<file path="src/common/pulse_gen_pkg.sv">
/*
 * Shared constants of the two-channel pulse generator: register offsets,
 * configuration bit positions, reset values and tick timing.
 * Assumes a 100 MHz system clock and an 8-bit register port behind the serial interface.
 */
package pulse_gen_pkg;
    localparam logic [7:0] OFS_PULSE1_CYCLE_LENGTH = 8'h30;
    localparam logic [7:0] OFS_PULSE1_ON_DURATION  = 8'h31;
    localparam logic [7:0] OFS_PULSE2_START_DELAY  = 8'h32;
    localparam logic [7:0] OFS_PULSE_CONFIG        = 8'h35;

    localparam int CFG_PULSE1_INVERT   = 7;
    localparam int CFG_PULSE1_HIGH_SEL = 6;
    localparam int CFG_PULSE1_CYCLE_SEL = 5;
    localparam int CFG_PULSE1_RUN      = 4;
    localparam int CFG_PULSE2_INVERT   = 3;
    localparam int CFG_PULSE2_HIGH_SEL = 2;
    localparam int CFG_PULSE2_CYCLE_SEL = 1;
    localparam int CFG_PULSE2_RUN      = 0;

    localparam logic [7:0] RST_REG_VALUE = 8'h00;

    localparam int CLK_PERIOD_NS    = 10;
    localparam int FAST_TICK_NS     = 1000000;
    localparam int FAST_TICK_CYCLES = FAST_TICK_NS / CLK_PERIOD_NS;
    localparam int FAST_TICK_MS     = 1;
    localparam int SLOW_TICK_MS     = 125;
    localparam int SLOW_TICK_RATIO  = SLOW_TICK_MS / FAST_TICK_MS;

    typedef enum logic [1:0] {
        ST_IDLE  = 2'b00,
        ST_DELAY = 2'b01,
        ST_RUN   = 2'b10
    } chan_state_t;
endpackage : pulse_gen_pkg

</file>
<file path="src/pulse_channel.sv">
/*
 * One pulse generator channel: initial delay, then on time and period counted in ticks.
 * Assumes one-cycle tick pulses from the parent, the slow tick always coinciding with a fast one.
 */
module pulse_channel (
    input  wire logic       i_sys_clk,   // System clock.
    input  wire logic       i_rst,       // Asynchronous reset, active high.
    input  wire logic       i_run,       // Channel enable.
    input  wire logic       i_invert,    // Output inversion.
    input  wire logic       i_fast_tick, // 1 ms tick pulse.
    input  wire logic       i_slow_tick, // 125 ms tick pulse.
    input  wire logic       i_cycle_sel, // Period tick select, 1 = slow.
    input  wire logic       i_high_sel,  // On-time tick select, 1 = slow.
    input  wire logic [7:0] i_delay,     // Initial delay count.
    input  wire logic [7:0] i_cycle,     // Period count.
    input  wire logic [7:0] i_high,      // On-time count.
    output logic            o_wave       // Pulse output.
);
    import pulse_gen_pkg::*;

    chan_state_t state;
    chan_state_t next_state;
    logic [7:0]  cnt;
    logic [7:0]  next_cnt;
    logic [7:0]  hcnt;
    logic [7:0]  next_hcnt;
    logic        next_wave;
    logic        cyc_tick;
    logic        high_tick;
    logic        wrap;
    logic        on;

    always_comb begin
        cyc_tick   = i_cycle_sel ? i_slow_tick : i_fast_tick;
        high_tick  = i_high_sel ? i_slow_tick : i_fast_tick;
        wrap       = cyc_tick && (({1'b0, cnt} + 9'h001) >= {1'b0, i_cycle});
        on         = (state == ST_RUN) && (i_cycle != 8'h00) && (hcnt < i_high);
        next_state = state;
        next_cnt   = cnt;
        next_hcnt  = hcnt;
        case (state)
            ST_IDLE: begin
                if (i_run) begin
                    next_state = ST_DELAY;
                    next_cnt   = 8'h00;
                    next_hcnt  = 8'h00;
                end
            end
            ST_DELAY: begin
                if (!i_run) begin
                    next_state = ST_IDLE;
                end else if (cnt == i_delay) begin
                    next_state = ST_RUN;
                    next_cnt   = 8'h00;
                    next_hcnt  = 8'h00;
                end else if (cyc_tick) begin
                    next_cnt = cnt + 8'h01;
                end
            end
            ST_RUN: begin
                if (!i_run) begin
                    next_state = ST_IDLE;
                end else if (wrap) begin
                    next_cnt  = 8'h00;
                    next_hcnt = 8'h00;
                end else begin
                    if (cyc_tick) begin
                        next_cnt = cnt + 8'h01;
                    end
                    if (high_tick && (hcnt < i_high)) begin
                        next_hcnt = hcnt + 8'h01;
                    end
                end
            end
            default: begin
                next_state = ST_IDLE;
            end
        endcase
        // A disabled channel shows the off level at once, whatever state it was in.
        next_wave = (i_run && on) ^ i_invert;
    end

    always_ff @(posedge i_sys_clk or posedge i_rst) begin
        if (i_rst) begin
            state  <= ST_IDLE;
            cnt    <= 8'h00;
            hcnt   <= 8'h00;
            o_wave <= 1'b0;
        end else begin
            state  <= next_state;
            cnt    <= next_cnt;
            hcnt   <= next_hcnt;
            o_wave <= next_wave;
        end
    end

    AST_CYCLE_WRAP: assert property (@(posedge i_sys_clk) disable iff (i_rst)
        (state == ST_RUN) && i_run && wrap |=> (cnt == 8'h00) && (hcnt == 8'h00))
        else $error("Period counter did not restart at the end of the period.");
    AST_CYCLE_TICK: assert property (@(posedge i_sys_clk) disable iff (i_rst)
        (state == ST_RUN) && i_run && !wrap && !cyc_tick |=> cnt == $past(cnt))
        else $error("Period counter moved without a period tick.");
    AST_HIGH_STEP: assert property (@(posedge i_sys_clk) disable iff (i_rst)
        (state == ST_RUN) && i_run && !wrap && high_tick && (hcnt < i_high) |=> hcnt == $past(hcnt) + 8'h01)
        else $error("On-time counter missed a tick.");
    AST_DELAY_OFF: assert property (@(posedge i_sys_clk) disable iff (i_rst)
        (state == ST_DELAY) |=> o_wave == $past(i_invert))
        else $error("Pulse appeared during the initial delay.");
    AST_DELAY_HOLD: assert property (@(posedge i_sys_clk) disable iff (i_rst)
        (state == ST_DELAY) && i_run && (cnt != i_delay) && !cyc_tick |=> (state == ST_DELAY) && (cnt == $past(cnt)))
        else $error("Delay advanced without a period tick.");
    AST_FAST_SELECT: assert property (@(posedge i_sys_clk) disable iff (i_rst)
        (state == ST_DELAY) && i_run && (cnt != i_delay) && !i_cycle_sel && i_fast_tick && !i_slow_tick
        |=> cnt == $past(cnt) + 8'h01)
        else $error("Clear period select did not count the 1 ms tick.");
    AST_IDLE_OFF: assert property (@(posedge i_sys_clk) disable iff (i_rst)
        !i_run |=> o_wave == $past(i_invert))
        else $error("Disabled channel did not show its off level.");
    AST_ON_LEVEL: assert property (@(posedge i_sys_clk) disable iff (i_rst)
        i_run && on |=> o_wave != $past(i_invert))
        else $error("Channel not at its on level during the on time.");

    COV_DELAY_DONE: cover property (@(posedge i_sys_clk) disable iff (i_rst)
        (state == ST_DELAY) ##1 (state == ST_RUN));
    COV_WRAP: cover property (@(posedge i_sys_clk) disable iff (i_rst) (state == ST_RUN) && i_run && wrap);
    COV_ON_TO_OFF: cover property (@(posedge i_sys_clk) disable iff (i_rst) i_run && on ##1 i_run && !on);
endmodule : pulse_channel

</file>
<file path="src/pulse_gen_top.sv">
/*
 * Two-channel pulse generator timing: register file for channel 1 period and on time,
 * channel 2 initial delay and the shared configuration, plus the 1 ms and 125 ms time bases.
 * Assumes an 8-bit register port decoded behind the serial interface; the counts that live
 * in other blocks arrive as plain inputs.
 */
module pulse_gen_top #(
    parameter int FAST_CYCLES = pulse_gen_pkg::FAST_TICK_CYCLES, // Clock cycles per 1 ms tick.
    parameter int SLOW_RATIO  = pulse_gen_pkg::SLOW_TICK_RATIO   // Fast ticks per 125 ms tick.
) (
    input  wire logic       i_sys_clk,            // System clock, 100 MHz.
    input  wire logic       i_rst,                // Asynchronous reset, active high.
    input  wire logic [7:0] i_reg_addr,           // Register address.
    input  wire logic [7:0] i_reg_wdata,          // Register write data.
    input  wire logic       i_reg_wr,             // Write strobe.
    input  wire logic       i_reg_rd,             // Read strobe.
    input  wire logic [7:0] i_pulse1_delay_count, // Channel 1 initial delay.
    input  wire logic [7:0] i_pulse2_cycle_count, // Channel 2 period.
    input  wire logic [7:0] i_pulse2_high_count,  // Channel 2 on time.
    output logic      [7:0] o_reg_rdata,          // Read data, registered.
    output logic            o_pulse1_wave,        // Channel 1 output.
    output logic            o_pulse2_wave         // Channel 2 output.
);
    import pulse_gen_pkg::*;

    logic [7:0]  pulse1_cycle_count;
    logic [7:0]  pulse1_high_count;
    logic [7:0]  pulse2_delay_count;
    logic [7:0]  config_bits;
    logic [7:0]  next_pulse1_cycle_count;
    logic [7:0]  next_pulse1_high_count;
    logic [7:0]  next_pulse2_delay_count;
    logic [7:0]  next_config_bits;
    logic [7:0]  next_reg_rdata;
    logic [31:0] fast_cnt;
    logic [31:0] next_fast_cnt;
    logic [31:0] slow_cnt;
    logic [31:0] next_slow_cnt;
    logic        fast_tick;
    logic        slow_tick;
    logic        next_fast_tick;
    logic        next_slow_tick;

    function automatic logic [7:0] write_reg(input logic [7:0] cur, input logic [7:0] ofs);
        write_reg = (i_reg_wr && (i_reg_addr == ofs)) ? i_reg_wdata : cur;
    endfunction : write_reg

    always_comb begin
        next_pulse1_cycle_count = write_reg(pulse1_cycle_count, OFS_PULSE1_CYCLE_LENGTH);
        next_pulse1_high_count  = write_reg(pulse1_high_count, OFS_PULSE1_ON_DURATION);
        next_pulse2_delay_count = write_reg(pulse2_delay_count, OFS_PULSE2_START_DELAY);
        next_config_bits        = write_reg(config_bits, OFS_PULSE_CONFIG);
        next_reg_rdata = o_reg_rdata;
        if (i_reg_rd) begin
            case (i_reg_addr)
                OFS_PULSE1_CYCLE_LENGTH: next_reg_rdata = pulse1_cycle_count;
                OFS_PULSE1_ON_DURATION:  next_reg_rdata = pulse1_high_count;
                OFS_PULSE2_START_DELAY:  next_reg_rdata = pulse2_delay_count;
                OFS_PULSE_CONFIG:        next_reg_rdata = config_bits;
                default:                 next_reg_rdata = 8'h00;
            endcase
        end
    end

    always_ff @(posedge i_sys_clk or posedge i_rst) begin
        if (i_rst) begin
            pulse1_cycle_count <= RST_REG_VALUE;
            pulse1_high_count  <= RST_REG_VALUE;
            pulse2_delay_count <= RST_REG_VALUE;
            config_bits        <= RST_REG_VALUE;
            o_reg_rdata        <= 8'h00;
        end else begin
            pulse1_cycle_count <= next_pulse1_cycle_count;
            pulse1_high_count  <= next_pulse1_high_count;
            pulse2_delay_count <= next_pulse2_delay_count;
            config_bits        <= next_config_bits;
            o_reg_rdata        <= next_reg_rdata;
        end
    end

    // The slow base is built from the fast one so both stay phase aligned; a channel whose
    // period and on time use different bases then never sees a slow tick between fast ones.
    always_comb begin
        next_fast_tick = (fast_cnt == 32'(FAST_CYCLES - 1));
        next_fast_cnt  = next_fast_tick ? 32'h0000_0000 : fast_cnt + 32'h0000_0001;
        next_slow_cnt  = slow_cnt;
        next_slow_tick = 1'b0;
        if (next_fast_tick) begin
            next_slow_tick = (slow_cnt == 32'(SLOW_RATIO - 1));
            next_slow_cnt  = next_slow_tick ? 32'h0000_0000 : slow_cnt + 32'h0000_0001;
        end
    end

    always_ff @(posedge i_sys_clk or posedge i_rst) begin
        if (i_rst) begin
            fast_cnt  <= 32'h0000_0000;
            slow_cnt  <= 32'h0000_0000;
            fast_tick <= 1'b0;
            slow_tick <= 1'b0;
        end else begin
            fast_cnt  <= next_fast_cnt;
            slow_cnt  <= next_slow_cnt;
            fast_tick <= next_fast_tick;
            slow_tick <= next_slow_tick;
        end
    end

    // Channel 1 has no initial delay register here, so it takes its delay from outside.
    pulse_channel u_chan1 (
        .i_sys_clk   (i_sys_clk),
        .i_rst       (i_rst),
        .i_run       (config_bits[CFG_PULSE1_RUN]),
        .i_invert    (config_bits[CFG_PULSE1_INVERT]),
        .i_fast_tick (fast_tick),
        .i_slow_tick (slow_tick),
        .i_cycle_sel (config_bits[CFG_PULSE1_CYCLE_SEL]),
        .i_high_sel  (config_bits[CFG_PULSE1_HIGH_SEL]),
        .i_delay     (i_pulse1_delay_count),
        .i_cycle     (pulse1_cycle_count),
        .i_high      (pulse1_high_count),
        .o_wave      (o_pulse1_wave)
    );

    pulse_channel u_chan2 (
        .i_sys_clk   (i_sys_clk),
        .i_rst       (i_rst),
        .i_run       (config_bits[CFG_PULSE2_RUN]),
        .i_invert    (config_bits[CFG_PULSE2_INVERT]),
        .i_fast_tick (fast_tick),
        .i_slow_tick (slow_tick),
        .i_cycle_sel (config_bits[CFG_PULSE2_CYCLE_SEL]),
        .i_high_sel  (config_bits[CFG_PULSE2_HIGH_SEL]),
        .i_delay     (pulse2_delay_count),
        .i_cycle     (i_pulse2_cycle_count),
        .i_high      (i_pulse2_high_count),
        .o_wave      (o_pulse2_wave)
    );

    AST_FAST_PERIOD: assert property (@(posedge i_sys_clk) disable iff (i_rst)
        fast_tick |=> !fast_tick && (fast_cnt == 32'h0000_0001))
        else $error("Fast tick spacing wrong.");
    AST_SLOW_ALIGN: assert property (@(posedge i_sys_clk) disable iff (i_rst)
        slow_tick |-> fast_tick && (slow_cnt == 32'h0000_0000))
        else $error("Slow tick not aligned to a fast tick.");
    AST_REG_WRITE: assert property (@(posedge i_sys_clk) disable iff (i_rst)
        i_reg_wr && (i_reg_addr == OFS_PULSE1_CYCLE_LENGTH) |=> pulse1_cycle_count == $past(i_reg_wdata))
        else $error("Period register write lost.");
    // A write lands at the next edge, and a read answers with the contents before any write that same cycle.
    AST_HIGH_WRITE: assert property (@(posedge i_sys_clk) disable iff (i_rst)
        i_reg_wr && (i_reg_addr == OFS_PULSE1_ON_DURATION) |=> pulse1_high_count == $past(i_reg_wdata))
        else $error("On-time register write lost.");
    AST_DELAY_WRITE: assert property (@(posedge i_sys_clk) disable iff (i_rst)
        i_reg_wr && (i_reg_addr == OFS_PULSE2_START_DELAY) |=> pulse2_delay_count == $past(i_reg_wdata))
        else $error("Delay register write lost.");
    AST_CFG_WRITE: assert property (@(posedge i_sys_clk) disable iff (i_rst)
        i_reg_wr && (i_reg_addr == OFS_PULSE_CONFIG) |=> config_bits == $past(i_reg_wdata))
        else $error("Configuration register write lost.");
    AST_CYCLE_KEEP: assert property (@(posedge i_sys_clk) disable iff (i_rst)
        !(i_reg_wr && (i_reg_addr == OFS_PULSE1_CYCLE_LENGTH)) |=> pulse1_cycle_count == $past(pulse1_cycle_count))
        else $error("Period register changed without a write.");
    AST_READ_CYCLE: assert property (@(posedge i_sys_clk) disable iff (i_rst)
        i_reg_rd && (i_reg_addr == OFS_PULSE1_CYCLE_LENGTH) |=> o_reg_rdata == $past(pulse1_cycle_count))
        else $error("Period register read returned the wrong value.");
    AST_READ_HIGH: assert property (@(posedge i_sys_clk) disable iff (i_rst)
        i_reg_rd && (i_reg_addr == OFS_PULSE1_ON_DURATION) |=> o_reg_rdata == $past(pulse1_high_count))
        else $error("On-time register read returned the wrong value.");
    AST_READ_DELAY: assert property (@(posedge i_sys_clk) disable iff (i_rst)
        i_reg_rd && (i_reg_addr == OFS_PULSE2_START_DELAY) |=> o_reg_rdata == $past(pulse2_delay_count))
        else $error("Delay register read returned the wrong value.");
    AST_RDATA_HOLD: assert property (@(posedge i_sys_clk) disable iff (i_rst)
        !i_reg_rd |=> o_reg_rdata == $past(o_reg_rdata))
        else $error("Read data changed without a read.");
    AST_PULSE1_OFF: assert property (@(posedge i_sys_clk) disable iff (i_rst)
        !config_bits[CFG_PULSE1_RUN] |=> o_pulse1_wave == $past(config_bits[CFG_PULSE1_INVERT]))
        else $error("Disabled channel one left its off level.");
    AST_PULSE2_OFF: assert property (@(posedge i_sys_clk) disable iff (i_rst)
        !config_bits[CFG_PULSE2_RUN] |=> o_pulse2_wave == $past(config_bits[CFG_PULSE2_INVERT]))
        else $error("Disabled channel two left its off level.");

    COV_SLOW_TICK: cover property (@(posedge i_sys_clk) disable iff (i_rst) slow_tick);
    COV_READ_CFG: cover property (@(posedge i_sys_clk) disable iff (i_rst) i_reg_rd && (i_reg_addr == OFS_PULSE_CONFIG));
endmodule : pulse_gen_top

</file>
<file path="config.mk">
export PLATFORM = sky130hd
export DESIGN_NAME = pulse_gen_top
export DESIGN_NICKNAME = d
export VERILOG_FILES = /design/src/common/pulse_gen_pkg.sv /design/src/pulse_channel.sv /design/src/pulse_gen_top.sv
export SDC_FILE = /design/constraint.sdc
export NUM_CORES = 1
export LEC_CHECK = 0
export BUFFER_PORTS_ARGS = -buffer_cell sky130_fd_sc_hd__buf_4
export CORE_MARGIN = 3
export CORE_UTILIZATION = 50
export CTS_CLUSTER_DIAMETER = 50
export DETAILED_ROUTE_END_ITERATION = 6
export PLACE_DENSITY = 0.77
export SYNTH_ARGS = -nofsm -noshare
export SYNTH_HDL_FRONTEND = slang
export SYNTH_SLANG_ARGS = --single-unit
</file>
<file path="constraint.sdc">
create_clock -name i_sys_clk -period 4.3 [get_ports i_sys_clk]
set_input_delay 0.645 -clock i_sys_clk [delete_from_list [all_inputs] [get_ports i_sys_clk]]
set_output_delay 0.645 -clock i_sys_clk [all_outputs]
set_load 0.02 [all_outputs]
</file>
**After elaboration in Yosys (flattened, before gate mapping)**

Index checks and enable logic that the tools add are counted.

- Input port bits: 44
- Bits in registers: 144
- Output and inout port bits: 10
- Word-level logic and storage cells: 127

- $lt $le $gt $ge: 4
- Add/subtract/negate cells: 8
- Reduce and logical (&&, ||, !) cells: 26
- Muxes and demuxes: 44
- Eq/ne operators: 26
- Bitwise logic cells: 2

Operator list:

| cell | count |
|---|---|
| two-way mux 8 bit | 22 |
| one-hot mux 8 bit (3 select lines) | 4 |
| adder 32 x 1 -> 32 bit, second input constant | 2 |
| two-way mux 32 bit | 2 |
| adder 8 x 1 -> 8 bit, second input constant | 4 |
| == test 32 x 17 -> 1 bit, second input constant | 1 |
| == test 32 x 7 -> 1 bit, second input constant | 1 |
| == test 8 x 6 -> 1 bit, second input constant | 4 |
| one-hot mux 8 bit (4 select lines) | 1 |
| adder 8 x 1 -> 9 bit, second input constant | 2 |
| >= comparator 9 x 8 -> 1 bit | 2 |
| == test 8 bit | 2 |
| < comparator 8 bit | 2 |
| two-way mux 2 bit | 8 |
| inequality test 2 bit, second input constant | 8 |
| nonzero test 8 bit | 2 |
| logical AND 1 bit | 14 |
| inequality test 3 x 2 -> 1 bit, second input constant | 4 |
| one-hot mux 2 bit (3 select lines) | 2 |
| AND reduction 6 bit | 2 |
| AND reduction 4 bit | 2 |
| AND reduction 3 bit | 2 |
| nonzero test 3 bit | 2 |
| two-way mux 1 bit | 5 |
| other kinds (5) | 10 |

**Longest topological paths before layout**

Gate-level depths: netlist (run 1).

- Depth in word-level cells: 6
- Mapped depth: 13
- Mapped depth without buffers: 11

**Hierarchy**

Synthesis (run 1) repeated with hierarchy kept, for this count alone.

- Cell total of the unflattened synthesis: 824
- Area total of the unflattened synthesis: 8510.7 µm²

Modules (own cells, without submodules):

| module | sequential area each (µm²) | times used | cells each | area each (µm²) |
|---|---|---|---|---|
| pulse_gen_top | 2652.5 | 1 | 426 | 4978.5 |
| pulse_channel (u_chan2) | 475.5 | 1 | 214 | 1854.3 |
| pulse_channel (u_chan1) | 475.5 | 1 | 184 | 1677.9 |

**Worst setup path after synthesis (run 1)**

No wires, ideal clock.

- Path type: reg-to-reg
- From: register u_chan2.cnt[2]
- To: register u_chan2.hcnt[6]
- Buffers on the path: 2
- Slack: 1.649 ns
- Data required time: 4.231 ns
- Arrival: 2.582 ns
- Period minus slack after synthesis: 2.651 ns
- Cell stages (with the launch flop): 13
- Setup time: 0.069 ns
- Cells stage by stage: dfrtp_1 buf_2 and3_1 and3_1 xor2_1 ha_1 a211oi_1 nor2_1 a311oi_2 a22o_1 buf_4 or4b_1 nand3_1

- Longest elaborated chain between the ends: 6
- Elaborated cells on any way between the ends: 10
- Those cells by class: add/sub (1); order compare (1); eq/ne (3); mux (3); reduce/logical (2)

RTL lines:

| element | RTL line | text |
|---|---|---|
| from (decl) | pulse_channel.sv:23 | `logic [7:0] cnt;` |
| from (signal assigned) | pulse_channel.sv:91 | `cnt <= next_cnt;` |
| adder 8 x 1 -> 9 bit | pulse_channel.sv:36 | `wrap = cyc_tick && (({1'b0, cnt} + 9'h001) >= {1'b0, i_cycle});` |
| >= comparator 9 x 8 -> 1 bit | pulse_channel.sv:36 |  |
| logical AND 1 bit | pulse_channel.sv:36 |  |
| two-way mux 8 bit | pulse_channel.sv:63 | `end else if (wrap) begin` |
| two-way mux 8 bit | pulse_channel.sv:61 | `if (!i_run) begin` |
| one-hot mux 8 bit (3 select lines) | pulse_channel.sv:41 | `case (state)` |
| to (signal assigned) | pulse_channel.sv:92 | `hcnt <= next_hcnt;` |
| to (decl) | pulse_channel.sv:25 | `logic [7:0] hcnt;` |

Parallel ways exist; a longest one is shown, timed or not. The select of a mux whose other input is x is not followed.
A chain may end at the register's enable or synchronous reset.

**Final worst setup path (run 1)**

- From: register u_chan2.cnt[2]
- To: register u_chan2.hcnt[2]

Same word-level chain as after synthesis.

==> results of run 1 <==
[cells by family after synthesis]
logic type                 after synthesis  share of synthesized area
buffers and inverters                   78                    0.03924
and+or+nand+nor                        298                     0.1982
AOI/OAI and AO/OA                      141                     0.1217
DFF                                    144                     0.4398
xor gates and xnor gates                76                    0.08123
muxes                                   40                    0.05421
adders and majority gates               43                    0.06566
[cell type report]
class	count	area [um^2]	area share
Sequential cell	144	3603	0.3822
Clock inverter	8	148.9	0.01579
Inverter	57	217.7	0.02309
Tap cell	216	270.3	0.02866
Timing Repair Buffer	54	417.9	0.04432
Multi-Input combinational cell	598	4269	0.4528
Clock buffer	24	501.7	0.05321
[worst max-delay path: stages, from the launching register on]
cell and delay (ns):
dfrtp_1 0.48, and3_1 0.22, and3_1 0.23, nand3_1 0.15
xnor2_1 0.17, ha_1 0.30, o21ai_0 0.10, nor2_1 0.08
a311oi_2 0.21, a22o_1 0.38, nand2b_1 0.22, o311ai_0 0.33
[metrics by stage]
step                      worst slack [ns]    util
after floorplan                      1.649       -
after global placement               1.465  0.5506
after detailed placement             1.351  0.5506
after CTS                            1.318  0.5914
after global routing                 1.075  0.5914
final                                1.308  0.5914
[cells in the final DEF, fill, tap and decap left out, types with 5 or more instances in the layout]
cell / Yosys / final
nor3_1: 6 / 6
o211ai_1: 6 / 6
nand4_1: 26 / 26
a21oi_1: 24 / 24
nor2b_1: 13 / 13
a22o_1: 6 / 6
buf_4: 1 / 53
ha_1: 43 / 43
mux2i_1: 5 / 5
nor4_1: 19 / 19
nor2_1: 37 / 37
o31ai_1: 14 / 14
xnor2_1: 51 / 51
a222oi_1: 8 / 8
or3_1: 6 / 6
mux2_2: 35 / 35
dfrtp_1: 144 / 144
clkbuf_8: 1 / 5
o22ai_1: 12 / 12
nand2b_1: 10 / 10
xor2_1: 25 / 25
clkbuf_16: 0 / 17
and4_1: 9 / 9
inv_1: 56 / 55
o21ai_0: 32 / 32
nand3_1: 52 / 52
a21boi_0: 9 / 9
nand2_1: 72 / 72
and3_1: 19 / 19
[registers in the layout, indices dropped and copies added, names as in the netlist, 2 cells and up]
signal,count
config_bits,8
fast_cnt,32
o_reg_rdata,8
pulse1_cycle_count,8
pulse1_high_count,8
pulse2_delay_count,8
slow_cnt,32
u_chan1.cnt,8
u_chan1.hcnt,8
u_chan1.state,2
u_chan2.cnt,8
u_chan2.hcnt,8
u_chan2.state,2
[metal layers]
layer | vias up | track usage | part of all wire
li1 | 3084 | - | -
met1 | 3102 | 0.2815 | 0.47
met2 | 115 | 0.3229 | 0.48
met3 | 21 | 0.04089 | 0.038
met4 | 0 | 0.06674 | 0.013
met5 | - | 0 | 0
[path summary, 6_finish.rpt]
| kind | from | end | slack [ns] | depth (start not counted) |
|---|---|---|---|---|
| min in group i_sys_clk | i_reg_rd | o_reg_rdata[0] | 0.47 | 2 |
| max in group asynchronous | i_rst | u_chan1.hcnt[5] | 2.93 | 3 |
| hold / removal | i_rst | slow_cnt[2] | 0.37 | 2 |
| setup reg to reg | u_chan2.cnt[2] | u_chan2.hcnt[2] | 1.31 | 11 |
| setup / recovery | u_chan2.cnt[2] | u_chan2.hcnt[2] | 1.31 | 11 |
| hold reg to reg | slow_cnt[31] | slow_cnt[31] | 0.48 | 1 |
[power by group through the flow]
stage / Combinational, mW / Clock, mW / Sequential, mW
detailed placement: 0.526 / 0 / 1.56
global route: 0.607 / 1.71 / 1.55
floorplan: 0.424 / 0 / 1.51
global placement: 0.510 / 0 / 1.56
finish: 0.525 / 1.62 / 1.54
CTS: 0.527 / 1.64 / 1.54
==> qor.yml, run 1 <==
yosys:
  async_flop_share: 1.000
  netlist_area_mm2: 0.008194
  yosysMostFrequentCell: "dfrtp_1"
  synthFlopType: "dfrtp_1"
  yosys-top-cells-area: "dfrtp_1 44%, ha_1 6.6%, xnor2_1 5.5%"
  synth.top_cells.by_count: "144 x dfrtp_1, 72 x nand2_1, 56 x inv_1"
  ys_seq_area_frac: 0.4398
  avgSynthCellArea_um2: 9.993
  yosys_warnings: 0
  syn_nets: 907
  yosysTopAreaCellShare: 0.4398
  synth_cell_type_count: 69
  ys_ff_latch: 144
  yosysTopAreaCell: "dfrtp_1"
  synth_edf_count: 0
  syn_inst: 820
pwr:
  clkPwrFrac: 0.440
  cellPowerDensity_mw_per_mm2: 390.8
  p_switching_mw: 0.9808
  p_int_mw: 2.704
  p_comb_frac: 0.143
  vdd_drop_max_uv: 293.4
  seqPwrFrac: 0.418
  p_leak_nw: 4.252
  power_mw: 3.685
  swShare: 0.2661
detailed_routing:
  routed_wl_um: 17400
  first_pass_iters: 7
  ant_nets: 0
  wl_per_cell_um: 15.80
  drc: 0
  vias_per_cell: 5.742
  routed-via-count: 6322
  drtIter0Drc: 418
clock_tree:
  clockBufferDepth: 2
  post_cts_buffers: 0
  insertion_delay_ns: 0.42
  htreeDepth: 4
  cts.clk_slew.worst_paths_ns: 0.06
  root_buffer: "clkbuf_16"
  cts_hold_buf: 0
  clock_sinks: 144
  cts_buffers: 17
  cts_resized: 0
  cts_tree: "done"
global_route:
  antenna_found_initial: 0
  grt_pass1_wl_um: 30020
  grt_pass1_vias: 6206
  grtUsageTotal: 0.2031
  overflow: 0
  grt_max_degree: 110
sta:
  fin_setup_tns_ns: 0
  finalClockSkew_ns: 0.007720
  finalCritPeriodShare: 0.6959
  min_period_ns: 2.992
  hold_slack_ns: 0.3659
  timing.fmax_ghz: 0.3342
  slew_violations: 0
  max_slew_margin: 0.2569
  setup_viol: 0
  hold_viol: 0
  rsz0062_at_grt: "no"
  worst_pin_slew_ns: 1.105
critical_path:
  cp_max_fo: 10
  cp.arrival_ns: 3.30
  worstSetupPathType: "flip-flop to flip-flop"
  crit_required_ns: 4.60
  endpoint_kind: "flip-flop"
  startpoint_type: "flip-flop"
cells_and_area:
  final_cells: 1101
  syn2layout_area_growth_pct: 15.07
  fill_cells: 1346
  diodes: 0
  design_area_mm2: 0.009429
  final_nets: 959
  drive_gt1_frac: 0.1571
placement:
  dp.cells: 1069
  dp_hpwl_um: 12270
  placed_area_mm2: 0.008778
  numPortBuffers: 53
  gp_congestion: 0.8650
floorplanning:
  die_h_um: 134.0
  dieArea_mm2: 0.01796
  rows: 46
  coreArea_mm2: 0.01594
  start_util: 0.5140
  die_x_um: 134.0
  boundaryPins: 54
job:
  max-cap-violations: 0
status:
  outcome: "completed"
min_path:
  hp-class: "input pin to async pin"
Note: power is estimated with default switching activity, not from simulation.
==> run 2, diff against run 1 <==
ABC_AREA = 1   (was unset)
PLACE_DENSITY = 0.74   (was 0.77)
clock period = 3.15 ns   (was 4.3 ns; I/O delays follow)
==> qor.yml, run 2 <==
pwr:
  p_leak_nw: 5.175  # +22%
  power_mw: 5.032  # +37%
  cellPowerDensity_mw_per_mm2: 478.7  # +22%
  vdd_drop_max_uv: 407.7  # +39%
clock_tree:
  cts_buffers: 17  # unchanged
  clock_sinks: 144  # unchanged
  cts_resized: 0  # unchanged
  htreeDepth: 4  # unchanged
  clockBufferDepth: 2  # unchanged
  cts_tree: "done"
  post_cts_buffers: 0  # unchanged
  cts.clk_slew.worst_paths_ns: 0.07  # about the same
  cts_hold_buf: 0  # unchanged
  root_buffer: "clkbuf_16"
  insertion_delay_ns: 0.43  # about the same
detailed_routing:
  routed-via-count: 7954  # +26%
  routed_wl_um: 21650  # +24%
  ant_nets: 0  # unchanged
  drc: 0  # unchanged
  first_pass_iters: 6  # -1
  vias_per_cell: 5.250  # -8.6%
  wl_per_cell_um: 14.29  # -9.6%
  drtIter0Drc: 536  # +28%
yosys:
  yosysTopAreaCellShare: 0.3869  # -0.05287
  synth-xor-area-share: 0.08557  # +0.004338
  syn_inst: 1218  # +49%
  synth_top_family_by_area: "simple AND/OR/NAND/NOR gates"
  ys_ff_latch: 144  # unchanged
  synth_compound_area_frac: 0.08087  # -0.04083
  async_flop_share: 1.000  # unchanged
  avgSynthCellArea_um2: 7.647  # -23%
  yosys.area_share.adder: 0.05776  # -0.007894
  synth_cell_type_count: 46  # -33%
  synthFlopType: "dfrtp_1"
  yosysTopAreaCell: "dfrtp_1"
  yosys-mux-area-fraction: 0  # -0.05421
  netlist_area_mm2: 0.009314  # +14%
  synth_simple_gate_area_frac: 0.3103  # +0.1121
  yosys_warnings: 0  # unchanged
  yosysMostFrequentCell: "nand2_1"
  syn_nets: 1305  # +44%
  synth_edf_count: 0  # unchanged
  synth.top_cells.by_count: "365 x nand2_1, 154 x inv_1, 144 x dfrtp_1"
  ys_seq_area_frac: 0.3869  # -0.05287
  yosys-top-cells-area: "dfrtp_1 39%, nand2_1 15%, inv_1 6.2%"
critical_path:
  endpoint_kind: "flip-flop"
  cp.arrival_ns: 3.15  # -0.15 ns
  startpoint_type: "flip-flop"
  cp_max_fo: 11  # +1
  r2r_cells: 18  # +7
  worstSetupPathType: "flip-flop to flip-flop"
  crit_required_ns: 3.47  # -1.13 ns
cells_and_area:
  diodes: 0  # unchanged
  drive_gt1_frac: 0.1229  # -0.03420
  fill_cells: 1689  # +25%
  final_cells: 1515  # +38%
  top_regs: "fast_cnt (32), slow_cnt (32)"
  multiInputGateArea_mm2: 0.004979  # +17%
  final_nets: 1361  # +42%
  final_common_cell: "nand2_1"
  seqCellArea_mm2: 0.003603  # unchanged
  final_cell_mix: "365 x nand2_1, 153 x inv_1, 144 x dfrtp_1"
  syn2layout_area_growth_pct: 12.87
  design_area_mm2: 0.01051  # +11%
sta:
  rsz0062_at_grt: "no"
  fin_setup_tns_ns: 0  # unchanged
  max_slew_margin: 0.5695  # +0.3126
  min_period_ns: 2.832  # -0.1607 ns
  hold_slack_ns: 0.05669  # -0.3092 ns
  hold_viol: 0  # unchanged
  finalCritPeriodShare: 0.8990  # +0.2031
  timing.fmax_ghz: 0.3531  # +5.7%
  setup_viol: 0  # unchanged
  worst_pin_slew_ns: 0.6410  # -0.4645 ns
  finalClockSkew_ns: 0.01018  # +0.002456 ns
  slew_violations: 0  # unchanged
floorplanning:
  coreArea_mm2: 0.01815  # +14%
  rows: 49  # +6.5%
  start_util: 0.5132  # -0.0007318
  die_h_um: 142.5  # +6.3%
  dieArea_mm2: 0.02030  # +13%
  boundaryPins: 54  # unchanged
  die_x_um: 142.5  # +6.3%
global_route:
  grt_max_degree: 82  # -25%
  grt_use_met3: 0.04536  # +0.004478
  overflow: 0  # unchanged
  grt_busiest_layer: "met2"
  met1_usage: 0.2919  # +0.01038
  met2_usage: 0.3618  # +0.03892
  grtUsageTotal: 0.2208  # +0.01768
  antenna_found_initial: 0  # unchanged
  grt_pass1_wl_um: 36380  # +21%
  grt_pass1_vias: 7730  # +25%
status:
  outcome: "completed"
placement:
  placed_area_mm2: 0.009911  # +13%
  numPortBuffers: 53  # unchanged
  dp.cells: 1484  # +39%
  dp_hpwl_um: 15990  # +30%
  gp_congestion: 0.9124  # +5.5%
min_path:
  hp-class: "input pin to async pin"
job:
  max-cap-violations: 0  # unchanged
==> run 2: cell families after synthesis <==
group	Yosys count
buf+inv	180
xor+xnor	91
flops	144
compound gates	123
simple gates	637
fa+ha+maj	43
==> run 2: layout make-up <==
| class | instances | area share |
|---|---|---|
| Inverter | 162 | 0.05868 |
| Sequential cell | 144 | 0.3428 |
| Tap cell | 229 | 0.02726 |
| Timing Repair Buffer | 55 | 0.04047 |
| Multi-Input combinational cell | 894 | 0.4736 |
| Clock buffer | 19 | 0.04213 |
| Clock inverter | 12 | 0.01512 |
==> run 2: where the power goes <==
| group | internal [mW] | leakage [nW] | switching, mW |
|---|---|---|---|
| clock | 1.27 | 0.290 | 0.831 |
| combinational | 0.287 | 2.94 | 0.655 |
| sequential | 1.93 | 1.94 | 0.0641 |
| total | 3.48 | 5.18 | 1.55 |
==> run 2: metrics by stage <==
stage | utilization | worst slack, ns
6_report | 0.5793 | 0.3182
4_1_cts | 0.5793 | 0.3415
2_1_floorplan | - | 0.8725
5_1_grt | 0.5793 | 0.04642
3_5_place_dp | 0.5461 | 0.4219
3_3_place_gp | 0.5461 | 0.5623
==> run 2: layer usage <==
metal | part of all wire | vias up | wire [um]
met2 | 0.47 | 203 | 10200
met5 | 0 | - | 0
met3 | 0.057 | 38 | 1233
met1 | 0.45 | 3707 | 9803
met4 | 0.019 | 0 | 416
li1 | - | 4006 | -
==> run 2: worst paths after layout <==
kind	to	slack [ns]	start
worst max-delay path	u_chan1.hcnt[3]	0.32	u_chan1.cnt[0]
worst min-delay path	u_chan2.cnt[5]	0.06	i_rst
worst max register to register	u_chan1.hcnt[3]	0.32	u_chan1.cnt[0]
worst min register to register	pulse1_high_count[3]	0.48	pulse1_high_count[3]
max in group asynchronous	u_chan2.o_wave	2.18	i_rst
min in group i_sys_clk	config_bits[7]	0.26	i_reg_wdata[7]
==> run 2: critical path: stages, from the launching register on <==
cell and delay (ns):
dfrtp_1 0.45, ha_1 0.26, nand3_1 0.14, xor2_1 0.27, ha_1 0.32, nand2_1 0.08
inv_1 0.05, nand3_1 0.06, nand3_1 0.07, nand2_1 0.07, nand2_1 0.05, nand2_1 0.06
nand2_1 0.04, nand2_1 0.12, nand2_1 0.07, nand2_1 0.29, inv_1 0.19, nand2_1 0.10
nand2_1 0.05
